<file path="config.mk">
export PLATFORM = sky130hd
export DESIGN_NAME = flash_status_host
export DESIGN_NICKNAME = d
export VERILOG_FILES = /design/src/verilog/flash_status_pkg.sv /design/src/verilog/flash_status_host.sv /design/src/verilog/pin_watch.sv
export VERILOG_INCLUDE_DIRS = /design/src /design/src/verilog
export SDC_FILE = /design/constraint.sdc
export NUM_CORES = 1
export LEC_CHECK = 0
export BUFFER_PORTS_ARGS = -buffer_cell sky130_fd_sc_hd__buf_2
export CAP_MARGIN = 40
export CORE_MARGIN = 5
export CORE_UTILIZATION = 30
export CTS_BUF_LIST = sky130_fd_sc_hd__clkbuf_2
export DETAILED_ROUTE_END_ITERATION = 8
export MAX_ROUTING_LAYER = met4
export PLACE_DENSITY = 0.6
export SLEW_MARGIN = 30
export SYNTH_ARGS = -nofsm -noshare
export SYNTH_HDL_FRONTEND = slang
export SYNTH_HIERARCHICAL = 1
export SYNTH_SLANG_ARGS = --single-unit
</file>
<file path="constraint.sdc">
create_clock -name ref_clk -period 2.7 [get_ports ref_clk]
set_input_delay 0.27 -clock ref_clk [delete_from_list [all_inputs] [get_ports ref_clk]]
set_output_delay 0.27 -clock ref_clk [all_outputs]
set_load 0.02 [all_outputs]
</file>
<file path="src/verilog/flash_status_params.svh">
// timing counts, opcodes and register offsets of the flash status host
`ifndef FLASH_STATUS_PARAMS_SVH
`define FLASH_STATUS_PARAMS_SVH

`define CLK_PERIOD_NS      50
`define ACCESS_TIME_NS     150
`define ACCESS_CYCLES      ((`ACCESS_TIME_NS + `CLK_PERIOD_NS - 1) / `CLK_PERIOD_NS)
`define RESET_LOW_NS       25000
`define RESET_LOW_CYCLES   ((`RESET_LOW_NS + `CLK_PERIOD_NS - 1) / `CLK_PERIOD_NS)
`define PULSE_TYP_NS       250
`define PULSE_MIN_CYCLES   (`PULSE_TYP_NS / `CLK_PERIOD_NS / 2)

`define CMD_READ_STATUS    8'h70
`define CMD_CLEAR_STATUS   8'h50
`define CMD_CONFIG_PIN     8'hb8

`define BIT_READY          7
`define BIT_SUSPEND        6
`define BIT_ERASE_ERR      5
`define BIT_PROG_ERR       4
`define BIT_LOW_VOLT       3
`define BIT_PROTECT        1
`define BIT_BUF_AVAIL      7
`define STATUS_MASK        8'hfa
`define XSTATUS_MASK       8'h80

`define REG_CONTROL        12'h000
`define REG_COMMAND        12'h004
`define REG_STATUS         12'h008
`define REG_RESULT         12'h00c
`define REG_EVENTS         12'h010

`define CTRL_START         0
`define CTRL_RESET         1
`define CTRL_XREAD         2
`define CTRL_CONFIG        3

`endif

</file>
<file path="src/verilog/flash_status_pkg.sv">
// types shared by the flash status host
`default_nettype none
package flash_status_pkg;
  typedef enum logic [6:0] {
    ST_IDLE   = 7'h01,
    ST_CMD    = 7'h02,
    ST_CMDGAP = 7'h04,
    ST_POLL   = 7'h08,
    ST_WAIT   = 7'h10,
    ST_RESET  = 7'h20,
    ST_DONE   = 7'h40
  } seq_state_t;

  typedef enum logic [1:0] {
    PIN_LEVEL   = 2'h0,
    PIN_ERASE   = 2'h1,
    PIN_PROGRAM = 2'h2,
    PIN_EITHER  = 2'h3
  } pin_mode_t;
endpackage
`default_nettype wire

</file>
<file path="src/verilog/flash_status_host.sv">
// host controller: issues flash commands, polls status, watches the pin
//
// Implementation choices: the register addresses and the AXI4-Lite register port.
`timescale 1ns/10ps
`default_nettype none
`include "flash_status_params.svh"
// Contract
// - ready bit 1 means idle; completion seen from it or the pin.
// - host masks reserved status bits 2 and 0.
// - host masks extended status bits 6 to 0.
// - host flags aborted operations so software reissues them.
module flash_status_host (
  input  wire logic        ref_clk,
  input  wire logic        reset_n,
  input  wire logic [11:0] s_axi_awaddr,
  input  wire logic        s_axi_awvalid,
  output logic             s_axi_awready,
  input  wire logic [31:0] s_axi_wdata,
  input  wire logic [3:0]  s_axi_wstrb,
  input  wire logic        s_axi_wvalid,
  output logic             s_axi_wready,
  output logic [1:0]       s_axi_bresp,
  output logic             s_axi_bvalid,
  input  wire logic        s_axi_bready,
  input  wire logic [11:0] s_axi_araddr,
  input  wire logic        s_axi_arvalid,
  output logic             s_axi_arready,
  output logic [31:0]      s_axi_rdata,
  output logic [1:0]       s_axi_rresp,
  output logic             s_axi_rvalid,
  input  wire logic        s_axi_rready,
  output logic             chip_enable_n,
  output logic             output_enable_n,
  output logic             write_enable_n,
  output logic             reset_powerdown_pin,
  output logic [7:0]       data_out,
  output logic             data_oe,
  input  wire logic [7:0]  data_in,
  input  wire logic        completion_status_pin
);
  flash_status_pkg::seq_state_t state;
  flash_status_pkg::pin_mode_t  pin_mode;
  logic [7:0]  command_code;
  logic [7:0]  command_data;
  logic        use_xstatus;
  logic [7:0]  last_status;
  logic [7:0]  last_xstatus;
  logic        busy_seen;
  logic        aborted;
  logic        op_done;
  logic [9:0]  wait_count;
  logic [1:0]  phase;
  logic        pin_ready;
  logic        pin_pulse;
  logic        aw_hold;
  logic        w_hold;
  logic [11:0] aw_addr;
  logic [31:0] w_data;
  logic [3:0]  w_strb;
  logic        write_go;
  logic [1:0]  w_data_mode;

  function automatic logic [7:0] merge_byte(input logic [7:0] old,
                                            input logic [7:0] nw,
                                            input logic       en);
    return en ? nw : old;
  endfunction

  pin_watch u_pin_watch (
    .ref_clk               (ref_clk),
    .reset_n               (reset_n),
    .completion_status_pin (completion_status_pin),
    .mode                  (pin_mode),
    .pin_ready             (pin_ready),
    .pin_pulse             (pin_pulse)
  );

  // write channel: address and data taken in either order
  assign write_go = aw_hold && w_hold && !s_axi_bvalid;

  always_ff @(posedge ref_clk or negedge reset_n) begin
    if (!reset_n) begin
      aw_hold       <= 1'b0;
      w_hold        <= 1'b0;
      aw_addr       <= 12'h000;
      w_data        <= 32'h0000_0000;
      w_strb        <= 4'h0;
      s_axi_awready <= 1'b0;
      s_axi_wready  <= 1'b0;
      s_axi_bvalid  <= 1'b0;
      s_axi_bresp   <= 2'h0;
    end else begin
      s_axi_awready <= !aw_hold && !s_axi_awready;
      s_axi_wready  <= !w_hold && !s_axi_wready;
      if (s_axi_awvalid && s_axi_awready) begin
        aw_hold       <= 1'b1;
        aw_addr       <= s_axi_awaddr;
        s_axi_awready <= 1'b0;
      end
      if (s_axi_wvalid && s_axi_wready) begin
        w_hold       <= 1'b1;
        w_data       <= s_axi_wdata;
        w_strb       <= s_axi_wstrb;
        s_axi_wready <= 1'b0;
      end
      if (write_go) begin
        aw_hold      <= 1'b0;
        w_hold       <= 1'b0;
        s_axi_bvalid <= 1'b1;
        s_axi_bresp  <= (aw_addr == `REG_CONTROL ||
                         aw_addr == `REG_COMMAND) ? 2'h0 : 2'h2;
      end else if (s_axi_bvalid && s_axi_bready) begin
        s_axi_bvalid <= 1'b0;
      end
    end
  end

  // command register; control writes start sequences below
  always_ff @(posedge ref_clk or negedge reset_n) begin
    if (!reset_n) begin
      command_code <= `CMD_READ_STATUS;
      command_data <= 8'h00;
      pin_mode     <= flash_status_pkg::PIN_LEVEL;
      use_xstatus  <= 1'b0;
    end else if (write_go && aw_addr == `REG_COMMAND) begin
      command_code <= merge_byte(command_code, w_data[7:0], w_strb[0]);
      command_data <= merge_byte(command_data, w_data[15:8], w_strb[1]);
    end else if (write_go && aw_addr == `REG_CONTROL && w_strb[0] &&
                 state == flash_status_pkg::ST_IDLE) begin
      use_xstatus <= w_data[`CTRL_XREAD];
      if (w_data[`CTRL_CONFIG] && w_data[`CTRL_START]) begin
        pin_mode <= flash_status_pkg::pin_mode_t'(w_data[9:8]);
      end
    end
  end

  // read channel
  always_ff @(posedge ref_clk or negedge reset_n) begin
    if (!reset_n) begin
      s_axi_arready <= 1'b0;
      s_axi_rvalid  <= 1'b0;
      s_axi_rdata   <= 32'h0000_0000;
      s_axi_rresp   <= 2'h0;
    end else if (s_axi_rvalid) begin
      if (s_axi_rready) begin
        s_axi_rvalid <= 1'b0;
      end
    end else if (s_axi_arvalid && s_axi_arready) begin
      s_axi_arready <= 1'b0;
      s_axi_rvalid  <= 1'b1;
      s_axi_rresp   <= 2'h0;
      unique case (s_axi_araddr)
        `REG_CONTROL: s_axi_rdata <= {22'h0, pin_mode, 8'h00};
        `REG_COMMAND: s_axi_rdata <= {16'h0, command_data, command_code};
        `REG_STATUS:  s_axi_rdata <= {24'h0, state != flash_status_pkg::ST_IDLE
                                      && state != flash_status_pkg::ST_DONE,
                                      pin_ready, 3'h0, aborted, busy_seen,
                                      op_done};
        `REG_RESULT:  s_axi_rdata <= {16'h0, last_xstatus, last_status};
        `REG_EVENTS:  s_axi_rdata <= {31'h0, last_status[`BIT_ERASE_ERR] &
                                      last_status[`BIT_PROG_ERR]};
        default: begin
          s_axi_rdata <= 32'h0000_0000;
          s_axi_rresp <= 2'h2;
        end
      endcase
    end else begin
      s_axi_arready <= 1'b1;
    end
  end

  // flash sequencer
  always_ff @(posedge ref_clk or negedge reset_n) begin
    if (!reset_n) begin
      state               <= flash_status_pkg::ST_IDLE;
      phase               <= 2'h0;
      wait_count          <= 10'h000;
      chip_enable_n       <= 1'b1;
      output_enable_n     <= 1'b1;
      write_enable_n      <= 1'b1;
      reset_powerdown_pin <= 1'b1;
      data_out            <= 8'h00;
      data_oe             <= 1'b0;
      last_status         <= 8'h80;
      last_xstatus        <= 8'h00;
      busy_seen           <= 1'b0;
      aborted             <= 1'b0;
      op_done             <= 1'b0;
    end else begin
      unique case (state)
        flash_status_pkg::ST_IDLE: begin
          if (write_go && aw_addr == `REG_CONTROL && w_strb[0]) begin
            op_done <= 1'b0;
            if (w_data[`CTRL_RESET]) begin
              reset_powerdown_pin <= 1'b0;
              wait_count          <= 10'(`RESET_LOW_CYCLES);
              aborted             <= 1'b0;
              state               <= flash_status_pkg::ST_RESET;
            end else if (w_data[`CTRL_START]) begin
              busy_seen  <= 1'b0;
              aborted    <= 1'b0;
              phase      <= w_data[`CTRL_CONFIG] ? 2'h2 : 2'h0;
              data_out   <= w_data[`CTRL_CONFIG] ? `CMD_CONFIG_PIN
                                                 : command_code;
              state      <= flash_status_pkg::ST_CMD;
              chip_enable_n  <= 1'b0;
              write_enable_n <= 1'b0;
              data_oe        <= 1'b1;
              wait_count     <= 10'(`ACCESS_CYCLES);
            end
          end
        end
        flash_status_pkg::ST_CMD: begin
          if (wait_count != 10'h000) begin
            wait_count <= wait_count - 10'h001;
          end else begin
            write_enable_n <= 1'b1;
            chip_enable_n  <= 1'b1;
            data_oe        <= 1'b0;
            wait_count     <= 10'(`ACCESS_CYCLES);
            state          <= flash_status_pkg::ST_CMDGAP;
          end
        end
        flash_status_pkg::ST_CMDGAP: begin
          if (wait_count != 10'h000) begin
            wait_count <= wait_count - 10'h001;
          end else if (phase == 2'h0 || phase == 2'h2) begin
            // second cycle: confirm byte or configuration code
            data_out       <= (phase == 2'h2) ? {6'h00, w_data_mode}
                                              : command_data;
            phase          <= (phase == 2'h2) ? 2'h3 : 2'h1;
            chip_enable_n  <= 1'b0;
            write_enable_n <= 1'b0;
            data_oe        <= 1'b1;
            wait_count     <= 10'(`ACCESS_CYCLES);
            state          <= flash_status_pkg::ST_CMD;
          end else if (phase == 2'h3) begin
            op_done <= 1'b1;
            state   <= flash_status_pkg::ST_DONE;
          end else begin
            chip_enable_n   <= 1'b0;
            output_enable_n <= 1'b0;
            wait_count      <= 10'(`ACCESS_CYCLES);
            state           <= flash_status_pkg::ST_POLL;
          end
        end
        flash_status_pkg::ST_POLL: begin
          if (wait_count != 10'h000) begin
            wait_count <= wait_count - 10'h001;
          end else begin
            chip_enable_n   <= 1'b1;
            output_enable_n <= 1'b1;
            if (use_xstatus) begin
              // buffer bit is no ready bit: one read ends the job
              last_xstatus <= data_in & `XSTATUS_MASK;
              op_done      <= 1'b1;
              state        <= flash_status_pkg::ST_DONE;
            end else if (!data_in[`BIT_READY]) begin
              // busy: the other bits float, keep only the ready bit
              busy_seen   <= 1'b1;
              last_status <= {1'b0, last_status[6:0]};
              state       <= flash_status_pkg::ST_WAIT;
            end else begin
              // flags sampled once, after the sequence
              last_status <= data_in & `STATUS_MASK;
              op_done     <= 1'b1;
              state       <= flash_status_pkg::ST_DONE;
            end
          end
        end
        flash_status_pkg::ST_WAIT: begin
          // a reset while busy aborts the job; software must reissue it
          if (write_go && aw_addr == `REG_CONTROL && w_strb[0] &&
              w_data[`CTRL_RESET]) begin
            reset_powerdown_pin <= 1'b0;
            wait_count          <= 10'(`RESET_LOW_CYCLES);
            aborted             <= 1'b1;
            state               <= flash_status_pkg::ST_RESET;
          // level mode waits for the pin, pulse modes for a pulse
          end else if ((pin_mode == flash_status_pkg::PIN_LEVEL && pin_ready) ||
              pin_pulse || wait_count == 10'h3ff) begin
            chip_enable_n   <= 1'b0;
            output_enable_n <= 1'b0;
            wait_count      <= 10'(`ACCESS_CYCLES);
            state           <= flash_status_pkg::ST_POLL;
          end else begin
            wait_count <= wait_count + 10'h001;
          end
        end
        flash_status_pkg::ST_RESET: begin
          if (wait_count != 10'h000) begin
            wait_count <= wait_count - 10'h001;
          end else begin
            reset_powerdown_pin <= 1'b1;
            last_status         <= 8'h80;
            state               <= flash_status_pkg::ST_DONE;
          end
        end
        flash_status_pkg::ST_DONE: begin
          state <= flash_status_pkg::ST_IDLE;
        end
      endcase
    end
  end

  // configuration code held from the control write that started it
  assign w_data_mode = pin_mode;

  busy_masks_flags_a: assert property (@(posedge ref_clk) disable iff (!reset_n)
    state == flash_status_pkg::ST_POLL && wait_count == 10'h000 &&
    !data_in[`BIT_READY] |=> last_status[6:0] == $past(last_status[6:0]))
    else $error("status flags changed on a busy read");
  reserved_masked_a: assert property (@(posedge ref_clk) disable iff (!reset_n)
    last_status[2] == 1'b0 && last_status[0] == 1'b0)
    else $error("reserved status bit not masked");
  xstatus_masked_a: assert property (@(posedge ref_clk) disable iff (!reset_n)
    last_xstatus[6:0] == 7'h00)
    else $error("reserved extended bit not masked");
  reset_clears_a: assert property (@(posedge ref_clk) disable iff (!reset_n)
    state == flash_status_pkg::ST_RESET && wait_count == 10'h000
    |=> last_status == 8'h80 && reset_powerdown_pin)
    else $error("status not cleared after reset pulse");
  reset_held_a: assert property (@(posedge ref_clk) disable iff (!reset_n)
    $fell(reset_powerdown_pin) |-> !reset_powerdown_pin [*8])
    else $error("reset pin released too early");
  ready_done_a: assert property (@(posedge ref_clk) disable iff (!reset_n)
    state == flash_status_pkg::ST_POLL && wait_count == 10'h000 &&
    data_in[`BIT_READY] |=> op_done ##1 state == flash_status_pkg::ST_IDLE)
    else $error("ready status did not end the operation");
  pin_wait_a: assert property (@(posedge ref_clk) disable iff (!reset_n)
    state == flash_status_pkg::ST_WAIT && pin_mode == flash_status_pkg::PIN_LEVEL
    && pin_ready |=> state == flash_status_pkg::ST_POLL && !output_enable_n)
    else $error("released pin did not trigger a status read");
  abort_flag_a: assert property (@(posedge ref_clk) disable iff (!reset_n)
    $rose(aborted) |-> !reset_powerdown_pin && $past(busy_seen))
    else $error("abort flagged without reset of a busy operation");
endmodule
`default_nettype wire

</file>
<file path="src/verilog/pin_watch.sv">
// filter and classifier for the completion pin
`timescale 1ns/10ps
`default_nettype none
`include "flash_status_params.svh"
module pin_watch (
  input  wire logic                       ref_clk,
  input  wire logic                       reset_n,
  input  wire logic                       completion_status_pin,
  input  wire flash_status_pkg::pin_mode_t mode,
  output logic                            pin_ready,
  output logic                            pin_pulse
);
  logic [3:0] low_count;
  logic       pin_q;

  // level mode: high means idle; pulse mode: short low marks completion
  always_ff @(posedge ref_clk or negedge reset_n) begin
    if (!reset_n) begin
      pin_q     <= 1'b1;
      low_count <= 4'h0;
      pin_pulse <= 1'b0;
      pin_ready <= 1'b1;
    end else begin
      pin_q     <= completion_status_pin;
      pin_ready <= (mode == flash_status_pkg::PIN_LEVEL) ? pin_q : 1'b1;
      pin_pulse <= 1'b0;
      if (!pin_q) begin
        if (low_count != 4'hf) begin
          low_count <= low_count + 4'h1;
        end
      end else begin
        // a glitch shorter than the minimum is not counted
        if (mode != flash_status_pkg::PIN_LEVEL &&
            low_count >= 4'(`PULSE_MIN_CYCLES)) begin
          pin_pulse <= 1'b1;
        end
        low_count <= 4'h0;
      end
    end
  end

  pulse_only_high_a: assert property (@(posedge ref_clk) disable iff (!reset_n)
    pin_pulse |-> $past(pin_q) && $past(low_count) != 4'h0)
    else $error("pulse seen without a low phase");
endmodule
`default_nettype wire
</file>
Word level (Yosys, flattened, before mapping) --
Index checks and enable logic that the tools add are counted.
Operators by class: add/subtract/negate cells 3, magnitude comparators 1, eq/ne operators 43, mux-type cells 109, bitwise logic cells 4, reductions and logical operators 67
Operators with widths (count):
- 10-bit 2-to-1 mux | 10
- 7-bit 2-to-1 mux | 13
- 8-bit 2-to-1 mux | 11
- 16-bit case mux with 5 select lines | 1
- 1-bit 2-to-1 mux | 50
- 10-bit case mux with 5 select lines | 1
- 7-bit case mux with 7 select lines | 1
- 2-bit != test, second input constant | 18
- 7-bit AND reduction | 5
- 8-bit case mux with 2 select lines | 2
- 12-bit by 3-bit equality test with 1-bit output, second input constant | 2
- 12-bit by 4-bit equality test with 1-bit output, second input constant | 2
- 12-bit zero test | 2
- 2-bit 2-to-1 mux | 9
- 2-bit nonzero test | 9
- 1-bit logical AND | 17
- 1-bit case mux with 3 select lines | 5
- 5-bit AND reduction | 3
- 12-bit by 5-bit equality test with 1-bit output, second input constant | 1
- 3-bit != test, second input constant | 4
- 3-bit nonzero test | 4
- 10-bit by 1-bit adder with 10-bit output, second input constant | 1
- 10-bit equality test, second input constant | 1
- 10-bit nonzero test | 1
- 33 further kinds | 54
Word-level totals: flip-flop bits (word level) 143, input bits 76, output and inout port bits 54, word-level logic and storage cells 263

Logic depth before layout (Yosys ltp) --
Gate-level depths: netlist (run 1).
depth after elaboration 7, mapped depth 11, depth with buffers taken out 8

Hierarchy --
The synthesis (run 1) kept the hierarchy.
By module, submodules not included:
- flash_status_host | times used 1, cells each 573, area each 5841.9 sq um, sequential area each 2914.0 sq um
- pin_watch | times used 1, cells each 28, area each 327.8 sq um, sequential area each 177.7 sq um

Worst setup path after synthesis (run 1) --
Ideal clock, no wire load.
path kind register to register, from register s_axi_bvalid, to register wait_count[7], library setup time 131 ps, arrival 2529 ps, data required time 2569 ps, path slack 40 ps, cell stages (with the launch flop) 9, buffers on the path 1, period minus slack after synthesis 2660 ps, cells stage by stage dfrtp_1 and3b_1 and4_1 clkbuf_1 nand3_1 a2111oi_4 nor2_4 a221oi_1 o211ai_1
On the way: word-level cells in the longest chain between the ends 7, elaborated cells between the ends (all ways) 9, those cells by class eq/ne: 1; mux: 2; reduce/logical: 6
RTL lines:
- from (decl) | line flash_status_host.sv:23 | output logic s_axi_bvalid,
- from (signal assigned) | line flash_status_host.sv:90 | s_axi_bvalid <= 1'b0;
- from (signal assigned) | line flash_status_host.sv:109 | s_axi_bvalid <= 1'b1;
- from (signal assigned) | line flash_status_host.sv:113 | s_axi_bvalid <= 1'b0;
- 1-bit zero test (*) | line flash_status_host.sv:79 | assign write_go = aw_hold && w_hold && !s_axi_bvalid;
- 1-bit logical AND (*) | line flash_status_host.sv:79
- 1-bit logical AND (no line) (*)
- 1-bit logical AND (*) | line flash_status_host.sv:192, flash_status_host.sv:273
- 1-bit logical AND | line flash_status_host.sv:273 | if (write_go && aw_addr == `REG_CONTROL && w_strb[0] &&
- 10-bit 2-to-1 mux | line flash_status_host.sv:273
- 10-bit case mux with 5 select lines | line flash_status_host.sv:190 | unique case (state)
- to (signal assigned) | line flash_status_host.sv:196 | wait_count <= 10'(`RESET_LOW_CYCLES);
- to (signal assigned) | line flash_status_host.sv:276 | wait_count <= 10'(`RESET_LOW_CYCLES);
- to (signal assigned) | line flash_status_host.sv:284 | wait_count <= 10'(`ACCESS_CYCLES);
- to (decl) | line flash_status_host.sv:51 | logic [9:0] wait_count;
Every way passes the cells marked *; elsewhere a longest branch is shown, timed or not. A chain may end at the register's enable or synchronous reset.

Final worst setup path (run 1) --
from input port s_axi_araddr[10], to register s_axi_rdata[6]
On the way: word-level cells in the longest chain between the ends 2, elaborated cells between the ends (all ways) 6, those cells by class eq/ne: 4; mux: 1; reduce/logical: 1
RTL lines:
- from (decl) | line flash_status_host.sv:25 | input wire logic [11:0] s_axi_araddr,
- 12-bit by 5-bit equality test with 1-bit output (tied with other cells) | line flash_status_host.sv:152 | unique case (s_axi_araddr)
- 16-bit case mux with 5 select lines (*) | line flash_status_host.sv:152
- to (signal assigned) | line flash_status_host.sv:153 | `REG_CONTROL: s_axi_rdata <= {22'h0, pin_mode, 8'h00};
- to (signal assigned) | line flash_status_host.sv:154 | `REG_COMMAND: s_axi_rdata <= {16'h0, command_data, command_code};
- to (signal assigned) | line flash_status_host.sv:155 | `REG_STATUS: s_axi_rdata <= {24'h0, state != flash_status_pkg::ST_IDLE
- to (decl) | line flash_status_host.sv:28 | output logic [31:0] s_axi_rdata,
Marks and branches as above.

==> results.cfg, run 1 <==
[route]
drtIter0Drc = 270
ant_nets = 0
avgRoutedWirePerCell_um = 15.2
firstDrtPassIters = 5
route.detailed.drc = 0
vias = 5177
viasPerCell = 4.87
routed_wirelength_mm = 16.1

[setup_path]
cpMaxStageDelayCell = dlygate4sd3_1
path_common_cell = dlygate4sd3_1
path_buf_inv = 6
crit_family = buffers and inverters
path_max_fanout = 6
cp.required_ns = 3.36
max_stage_delay_ns = 0.63
path_cells = dlygate4sd3_1, buf_2, nor4_1, dlygate4sd3_1, nand4_1, dlygate4sd3_1, buf_4, o21ai_0, dlygate4sd3_1
arrival_ns = 3.34
crit_path_start_kind = input port
cp-end-kind = flip-flop
crit_type = input port to flip-flop

[synthesis]
synthArstFlopShare = 1.00
syn_area_sq_mm = 0.00617
syn_inst = 601
synth_flop_cell = dfrtp_1
synth_top_area_cell = dfrtp_1
synth_area_leaders = dfrtp_1 (45%), mux2_2 (9.9%), dfstp_2 (4.7%)
synth.distinct_cells = 66
ys_ff_latch = 123
syn_area_per_cell_sq_um = 10.3
ys_seq_area_frac = 0.501
synth-edff-count = 0
synth_warnings = 6
synth.top_cell.area_share = 0.454

[clock_network]
htreeDepth = 4
cts.clk_slew.worst_paths_ns = 0.20
cts_buffer_depth = 2
clk_latency_ns = 0.70
root_buffer = clkbuf_2
cts_tree = done
cts_sinks = 123
cts_buffers = 17

[global_route]
grt_first_pass_wirelength_mm = 26.6
antenna_found_initial = 1
grt_pass1_vias = 5069
grt_max_degree = 55
gr-total-overflow = 0
track_usage = 0.143

[floorplan]
die_h_um = 153
ios = 130
core_sq_mm = 0.0202
die_w_um = 153
die_area_sq_mm = 0.0235
start_util = 0.305
row_count = 52

[sta]
setup_viol = 0
finalCritPeriodShare = 0.992
skew_ns = 0.0266
hold_viol = 0
setup_slack_ns = 0.0214
max_slew_margin = 0.489
worst_slew_pin_slew_ns = 0.764
rsz0062_at_grt = yes
max_freq_ghz = 0.373
slew_viol_final = 0
timing.hold.ws_ns = 0.0724
finalCriticalPeriod_ns = 2.68

[cells_and_area]
final_cells = 1062
final_area_sq_mm = 0.00787
area_growth_pct = 27.5
final_nets = 859
seq_area_sq_mm = 0.00309
n_fill_cell = 2029
multi_input_area_sq_mm = 0.00283
drive_gt1_frac = 0.316

[placement]
dp_cells = 972
pre_cts_ws_ns = 0.0419
place.gp.congestion = 0.898
io_buffers = 91
postPlaceCellArea_sq_mm = 0.00705
dp_hpwl_mm = 11.7

[power]
vdd_drop_max_v = 0.000612
power.leakage_nw = 3.62
power_density_mw_per_mm2 = 925

[run_status]
status = complete, no violations

[run]
drv_cap = 0

[worst_hold_path]
hold_class = input port to flip-flop
## power breakdown
group          internal [mW]  switching (mW)  leakage, nW
clock network          0.327           0.700        0.119
registers               2.41           0.420         1.54
logic                   1.50            1.92         1.96
## repair_timing
action | in CTS | in global routing
endpoints found under the setup margin | 0 | 22
setup buffers | 0 | 1
resized for setup | 0 | 11
hold buffers | 56 | 0
endpoints found under the hold margin | 108 | 0
## tightest hold or removal path, stage by stage
cell and delay (ns):
buf_2 0.17, mux2i_1 0.16, o21ai_0 0.14
## area by class of cell
class / count / area share
inverter: 19 / 0.00907
clock inverter: 13 / 0.0132
clock buffer: 19 / 0.0121
timing repair buffer: 187 / 0.170
multi-input combinational: 430 / 0.360
tap: 270 / 0.0429
antenna: 1 / 0.000318
sequential: 123 / 0.393
## per-stage QoR
stage | setup TNS [ns] | util | power, mW
after floorplan | 0 | - | 5.01
after global placement | 0 | 0.349 | 6.10
after detailed placement | 0 | 0.349 | 6.15
after CTS | 0 | 0.386 | 7.26
after global routing | -0.0154 | 0.389 | 7.83
final | 0 | 0.389 | 7.28
## cells in the mapped netlist (7+ instances only)
| master | n |
|---|---|
| dfrtp_1 | 112 |
| nor3_1 | 12 |
| nor2_1 | 53 |
| clkbuf_1 | 16 |
| a31oi_1 | 10 |
| nor4_1 | 8 |
| o21ai_0 | 38 |
| mux2i_1 | 8 |
| mux2_2 | 54 |
| buf_4 | 19 |
| and3_1 | 7 |
| a22o_1 | 8 |
| nand3_1 | 26 |
| inv_1 | 19 |
| a21oi_1 | 19 |
| dfstp_2 | 11 |
| nand4_1 | 8 |
| a22oi_1 | 7 |
| nand2_1 | 55 |
## worst paths after layout
path | startpoint | end | slack (ns) | cells past startpoint
worst min-delay path | s_axi_araddr[2] | s_axi_rdata[8] | 0.07 | 3
max in group asynchronous | reset_n | command_code[6] | 1.78 | 3
worst min register to register | s_axi_wready | s_axi_wready | 0.46 | 1
worst max register to register | state[1] | wait_count[3] | 0.09 | 8
worst max-delay path | s_axi_araddr[10] | s_axi_rdata[6] | 0.02 | 9
min in group asynchronous | reset_n | wait_count[9] | 0.13 | 2
## kinds of logic (layout without fill, tap and decap cells)
group           count (synthesis)  after routing  share of synthesized area
buf+inv                        65            238                     0.0570
mux                            62             62                      0.112
fa+ha+maj                       5              5                     0.0101
xor+xnor                        8              8                     0.0114
simple gates                  210            210                      0.170
flops                         123            123                      0.501
other cells                     1             19                   0.000608
compound gates                127            127                      0.139
## layer usage
metal  GRT usage  wire length [um]
met1       0.194              7580
met2       0.215              7760
met3      0.0305               619
met4      0.0433               147
met5           -                 0
## cell usage in the layout (no fill, tap or decap), types with 4 or more instances in the layout
cell type,instances
a221oi_1,4
o31ai_1,5
or3_1,6
ha_1,4
a22oi_1,7
dfrtp_1,112
clkinvlp_4,4
inv_1,19
nand4_1,8
clkbuf_2,19
nor3_1,12
nor2b_1,6
nand3_1,26
a31oi_1,10
nor4_1,6
and3_1,7
nor2_1,52
a21oi_1,19
conb_1,18
a22o_1,7
mux2i_1,8
mux2_2,54
o21ai_0,37
buf_2,90
buf_4,39
dlygate4sd3_1,56
nand2_1,55
dfstp_2,11
xnor2_1,4
xor2_1,4
o21ai_1,5
or2_2,5
## flip-flops by register name, summed over array words and instances (netlist names), 2 cells and up
signal                 count
s_axi_rdata               16
w_data                    16
aw_addr                   12
wait_count                10
command_code               8
command_data               8
data_out                   8
state                      7
last_status                6
u_pin_watch/low_count      4
phase                      2
pin_mode                   2
w_strb                     2
(Power assumes the default switching activity.)
==> run 2, diff against run 1 <==
Settings changed: SYNTH_HIERARCHICAL 1 to unset.
==> run 2 against run 1 <==
Compared with the run above: global-route usage up 0.75 points; critical path depth is 1 lower; final area is 2.5% higher; cell count increased by 1.7%; die area up 0.23%; combinational power decreased by 15%.
==> results.cfg, run 2 <==
[route]
drtIter0Drc = 362
dr_wl_met3_mm = 1.01
firstDrtPassIters = 5
routed_wirelength_mm = 17.1
ant_nets = 0
viasPerCell = 4.96
vias = 5354
avgRoutedWirePerCell_um = 15.9
dr.max_layer_used = met4
met2_length_mm = 7.88
route.detailed.drc = 0
m1WireLength_mm = 8.07

[placement]
postPlaceCellArea_sq_mm = 0.00703
io_buffers = 91
place.gp.congestion = 0.857
dp_hpwl_mm = 12.0

[setup_path]
reg2reg_to = s_axi_rdata[3]
r2r_cells = 8
arrival_ns = 3.31
r2r-start = s_axi_rvalid
reg2reg_slack_ns = 0.07
cp-endpoint = s_axi_rdata[3]
crit_type = flip-flop to flip-flop
crit_path_start_kind = flip-flop
crit_start = s_axi_rvalid
cp-end-kind = flip-flop
path_max_fanout = 4
cp.required_ns = 3.38

[floorplan]
core_sq_mm = 0.0203
ios = 130
row_count = 52
die_w_um = 154
start_util = 0.305
die_area_sq_mm = 0.0236
die_h_um = 154

[synthesis]
synth_commonest_cells = dfrtp_1 (112), nor2_1 (64), nand2_1 (57)
syn_inst = 616
syn_area_sq_mm = 0.00618
synth-edff-count = 0
synth.top_cell.area_share = 0.453
ys_ff_latch = 123
synth_flop_cell = dfrtp_1
synth.distinct_cells = 69
yosysMostFrequentCell = dfrtp_1
synthArstFlopShare = 1.00
synth_warnings = 0
syn_area_per_cell_sq_um = 10.0
synth_area_leaders = dfrtp_1 (45%), mux2_2 (8.7%), dfstp_2 (4.7%)
synth_top_area_cell = dfrtp_1
ys_seq_area_frac = 0.500

[cells_and_area]
area_growth_pct = 30.3
top_regs = s_axi_rdata: 16 flops, w_data: 16 flops, aw_addr: 12 flops
final_nets = 876
drive_gt1_frac = 0.298
final_cell_mix = dfrtp_1 (112), buf_2 (90), nor2_1 (63)
final_common_cell = dfrtp_1
final_area_sq_mm = 0.00806

[clock_network]
cts_tree = done
root_buffer = clkbuf_2
cts_sinks = 123
cts_buffers = 17
cts.clk_slew.worst_paths_ns = 0.20
cts_buffer_depth = 2
clk_latency_ns = 0.74
htreeDepth = 4

[run]
drv_cap = 0

[global_route]
grt_first_pass_wirelength_mm = 27.9
gr-total-overflow = 0
grt_pass1_vias = 5224
grt_max_degree = 55
antenna_found_initial = 1
track_usage = 0.150

[worst_hold_path]
hold_class = input port to asynchronous set/reset pin

[sta]
hold_viol = 0
max_freq_ghz = 0.381
worst_slew_pin_slew_ns = 0.661
setup_viol = 0
rsz0062_at_grt = yes
timing.hold.ws_ns = 0.0619
fin_setup_tns_ns = 0
max_slew_margin = 0.557
finalCriticalPeriod_ns = 2.63
slew_viol_final = 0
skew_ns = 0.0375
finalCritPeriodShare = 0.973

[power]
vdd_drop_max_v = 0.000697
power_density_mw_per_mm2 = 883
power.leakage_nw = 3.70
p_sw_frac = 0.395
combPwrFrac = 0.408
p_seq_frac = 0.383
power_switching_mw = 2.81
clkPwrFrac = 0.209
p_int_mw = 4.31

[run_status]
status = complete, no violations
-- run 2: cell count changes after synthesis, moves of 4 or more --
cell	before	now
or3_1	6	2
a211oi_1	3	8
mux2_2	54	48
a21oi_1	19	24
nor2_1	53	64
nor4_1	8	12
o21ai_0	38	43
nand4_1	8	2
o21ai_1	4	12
inv_1	19	15
-- run 2: area by class of cell --
cell class | instances | area (sq um)
Tap cell | 270 | 338
Sequential cell | 123 | 3090
Antenna cell | 1 | 2.50
Inverter | 16 | 60.1
Clock inverter | 14 | 220
Clock buffer | 18 | 90.1
Multi-Input combinational cell | 452 | 2910
Fill cell | 2027 | 12200
Timing Repair Buffer | 186 | 1350
-- run 2: timing repair --
action	4_1_cts	5_1_grt
endpoints found under the hold margin	140	0
resized for setup	0	12
hold buffers	62	0
setup buffers	0	4
setup endpoints to repair	0	29
-- run 2: worst min path at each step --
stage | startpoint | cells after the start | to
detailed placement | reset_n | 1 | command_code[7]
global route | reset_n | 2 | w_data[4]
CTS | reset_n | 2 | command_code[7]
global placement | reset_n | 1 | w_data[4]
floorplan | reset_n | 0 | aborted
finish | reset_n | 2 | w_data[4]
-- run 2: per-stage QoR --
stage                     total power [mW]  instances  worst slack, ns  utilization
after floorplan                       4.57        633            0.114            -
after detailed placement              5.43        980           0.0933        0.346
final                                 7.12       1080           0.0728        0.397
after global placement                5.38        980           0.0993        0.346
after CTS                             7.01       1074           0.0531        0.392
after global routing                  7.61       1080          -0.0210        0.397
-- run 2: cell families after synthesis --
family | count (synthesis) | share of synthesized area
AO/OA/AOI/OAI | 139 | 0.142
XOR/XNOR | 10 | 0.0142
adder cells (fa/ha/maj) | 4 | 0.00809
buffers and inverters | 59 | 0.0498
flip-flops | 123 | 0.500
multiplexers | 58 | 0.104
other | 1 | 0.000606
AND/OR/NAND/NOR | 222 | 0.182
-- run 2: critical path, cell delays in order (launching register included) --
cell and delay [ns]:
dfrtp_1 0.45, nand3b_1 0.24, nor4_4 0.20, nand3_1 0.11, dlygate4sd3_1 0.61, nor2_1 0.11, nand2_1 0.11, o21ai_0 0.19
dlygate4sd3_1 0.56
-- run 2: routing by layer --
metal	vias to the layer above	GRT usage
met2	156	0.227
met1	2629	0.204
met3	15	0.0410
met5	-	-
li1	2554	-
met4	0	0.0332
-- run 2: power groups by stage --
stage | Combinational [mW] | Clock (mW) | Sequential [mW]
5_1_grt | 3.21 | 1.60 | 2.79
3_3_place_gp | 2.65 | 0 | 2.73
4_1_cts | 2.77 | 1.52 | 2.72
6_report | 2.91 | 1.49 | 2.73
2_1_floorplan | 1.86 | 0 | 2.71
3_5_place_dp | 2.68 | 0 | 2.75
==> run 3, diff against run 2 <==
--- a/config.mk
+++ b/config.mk
@@ -15,3 +15,3 @@
 export MAX_ROUTING_LAYER = met4
-export PLACE_DENSITY = 0.6
+export PLACE_DENSITY = 0.58
 export SLEW_MARGIN = 30
==> constraint.sdc (replaced) <==
create_clock -name ref_clk -period 2.5 [get_ports ref_clk]
set_input_delay 0.25 -clock ref_clk [delete_from_list [all_inputs] [get_ports ref_clk]]
set_output_delay 0.25 -clock ref_clk [all_outputs]
set_load 0.1 [all_outputs]
==> run 3 against run 2 <==
Compared with the run above: the run now ends with setup timing left; fmax up 2.2%; sequential power up 7%; hold slack better by 0.088 ns; final area up 1.9%; critical endpoint is now wait_count[9]; clock skew down 0.0095 ns; first-iteration DRC count down 0.28%; critical path depth unchanged; largest cell class unchanged.
==> results.cfg, run 3 (synthesized netlist as in run 2, its figures left out) <==
[power]
vdd_drop_max_v = 0.000911
total_power_mw = 8.15
power.leakage_nw = 3.80
power_density_mw_per_mm2 = 992

[placement]
place.gp.congestion = 0.890
io_buffers = 91
dp_hpwl_mm = 12.3
pre_cts_ws_ns = -0.0750

[run]
drv_cap = 0

[floorplan]
die_area_sq_mm = 0.0236
start_util = 0.305
die_w_um = 154
ios = 130
core_sq_mm = 0.0203
row_count = 52
die_h_um = 154

[route]
firstDrtPassIters = 5
avgRoutedWirePerCell_um = 15.7
vias = 5391
drtIter0Drc = 361
routed_wirelength_mm = 17.3
ant_nets = 0
route.detailed.drc = 0
viasPerCell = 4.89

[cells_and_area]
final_cell_mix = dfrtp_1 (111), buf_2 (90), dlygate4sd3_1 (64)
final_nets = 899
area_growth_pct = 32.9
top_regs = s_axi_rdata: 16 flops, w_data: 16 flops, aw_addr: 12 flops
drive_gt1_frac = 0.316
final_common_cell = dfrtp_1

[worst_hold_path]
hold_class = input port to flip-flop
hp-start = completion_status_pin

[setup_path]
cp-end-kind = flip-flop
arrival_ns = 3.20
cp-endpoint = wait_count[9]
crit_start = wait_count[0]
crit_type = flip-flop to flip-flop
path_max_fanout = 10
cp.required_ns = 3.13
r2r_cells = 8
reg2reg_slack_ns = -0.07
crit_path_start_kind = flip-flop
reg2reg_to = wait_count[9]
r2r-start = wait_count[0]

[global_route]
gr-total-overflow = 0
grt_first_pass_wirelength_mm = 28.2
track_usage = 0.152
antenna_found_initial = 1
grt_max_degree = 57
grt_pass1_vias = 5335

[clock_network]
cts.clk_slew.worst_paths_ns = 0.20
clk_latency_ns = 0.71
cts_buffers = 17
cts_buffer_depth = 2
cts_tree = done
htreeDepth = 4
cts_sinks = 123
root_buffer = clkbuf_2

[sta]
setup_slack_ns = -0.0711
worst_slew_pin_slew_ns = 0.512
timing.hold.ws_ns = 0.150
max_slew_margin = 0.654
finalCritPeriodShare = 1.03
hold_viol = 0
setup_viol = 10
skew_ns = 0.0280
rsz0062_at_grt = yes
slew_viol_final = 0
max_freq_ghz = 0.389
fin_setup_tns_ns = -0.539
finalCriticalPeriod_ns = 2.57

[run_status]
status = finished with violations
violations = setup timing
run 3: cell types whose count changed in the layout (fill, tap and decap cells not counted), sizes merged:
cell,previous run,this run
buf,124,145
bufinv,5,3
clkinv,5,6
clkinvlp,3,2
dlygate4sd3,62,64
inv,17,19
o21ai,58,57
or2,4,5
run 3: timing repair:
| item | in CTS | in global routing |
|---|---|---|
| setup buffers | 0 | 5 |
| cloned | 0 | 1 |
| endpoints found under the setup margin | 16 | 27 |
| resized for setup | 2 | 18 |
| endpoints found under the hold margin | 169 | 1 |
| pin swaps | 1 | 6 |
| hold buffers | 64 | 2 |
run 3: worst min-delay path by stage:
stage	end	cells after the start
global route	u_pin_watch.pin_q	2
global placement	s_axi_rdata[12]	1
CTS	u_pin_watch.pin_q	2
floorplan	aborted	0
detailed placement	s_axi_rdata[12]	1
finish	u_pin_watch.pin_q	2
run 3: layout make-up:
class	count	area, sq um
Antenna cell	1	2.50
Clock buffer	18	90.1
Clock inverter	14	166
Fill cell	2052	12100
Inverter	16	60.1
Multi-Input combinational cell	452	2930
Sequential cell	123	3090
Tap cell	270	338
Timing Repair Buffer	209	1540
run 3: routing by layer:
metal  GRT usage  wire length, um  up-vias
li1            -                -     2608
met1       0.202             7950     2612
met2       0.235             8190      158
met3      0.0346              991       13
met4      0.0442              202        0
met5           -                0        -
run 3: worst max-delay path, cell delays in order, from the launching register on:
cell,delay (ns)
dfrtp_1,0.42
inv_1,0.06
ha_2,0.17
or4b_4,0.48
or4b_1,0.55
or4_4,0.47
o21ai_4,0.17
a31oi_2,0.07
o22ai_2,0.12
run 3: where the power goes:
group	internal [mW]	total [mW]	switching (mW)	leakage, nW
logic	1.46	3.87	2.41	2.10
clock network	0.566	1.36	0.796	0.151
registers	2.50	2.92	0.419	1.55
total	4.53	8.15	3.62	3.80
run 3: stage by stage:
step / std cells / instance area [sq um] / utilization
2_1_floorplan: 633 / 6260 / -
3_3_place_gp: 999 / 7180 / 0.354
3_5_place_dp: 999 / 7180 / 0.354
4_1_cts: 1095 / 8100 / 0.399
5_1_grt: 1103 / 8220 / 0.405
6_report: 1103 / 8220 / 0.405
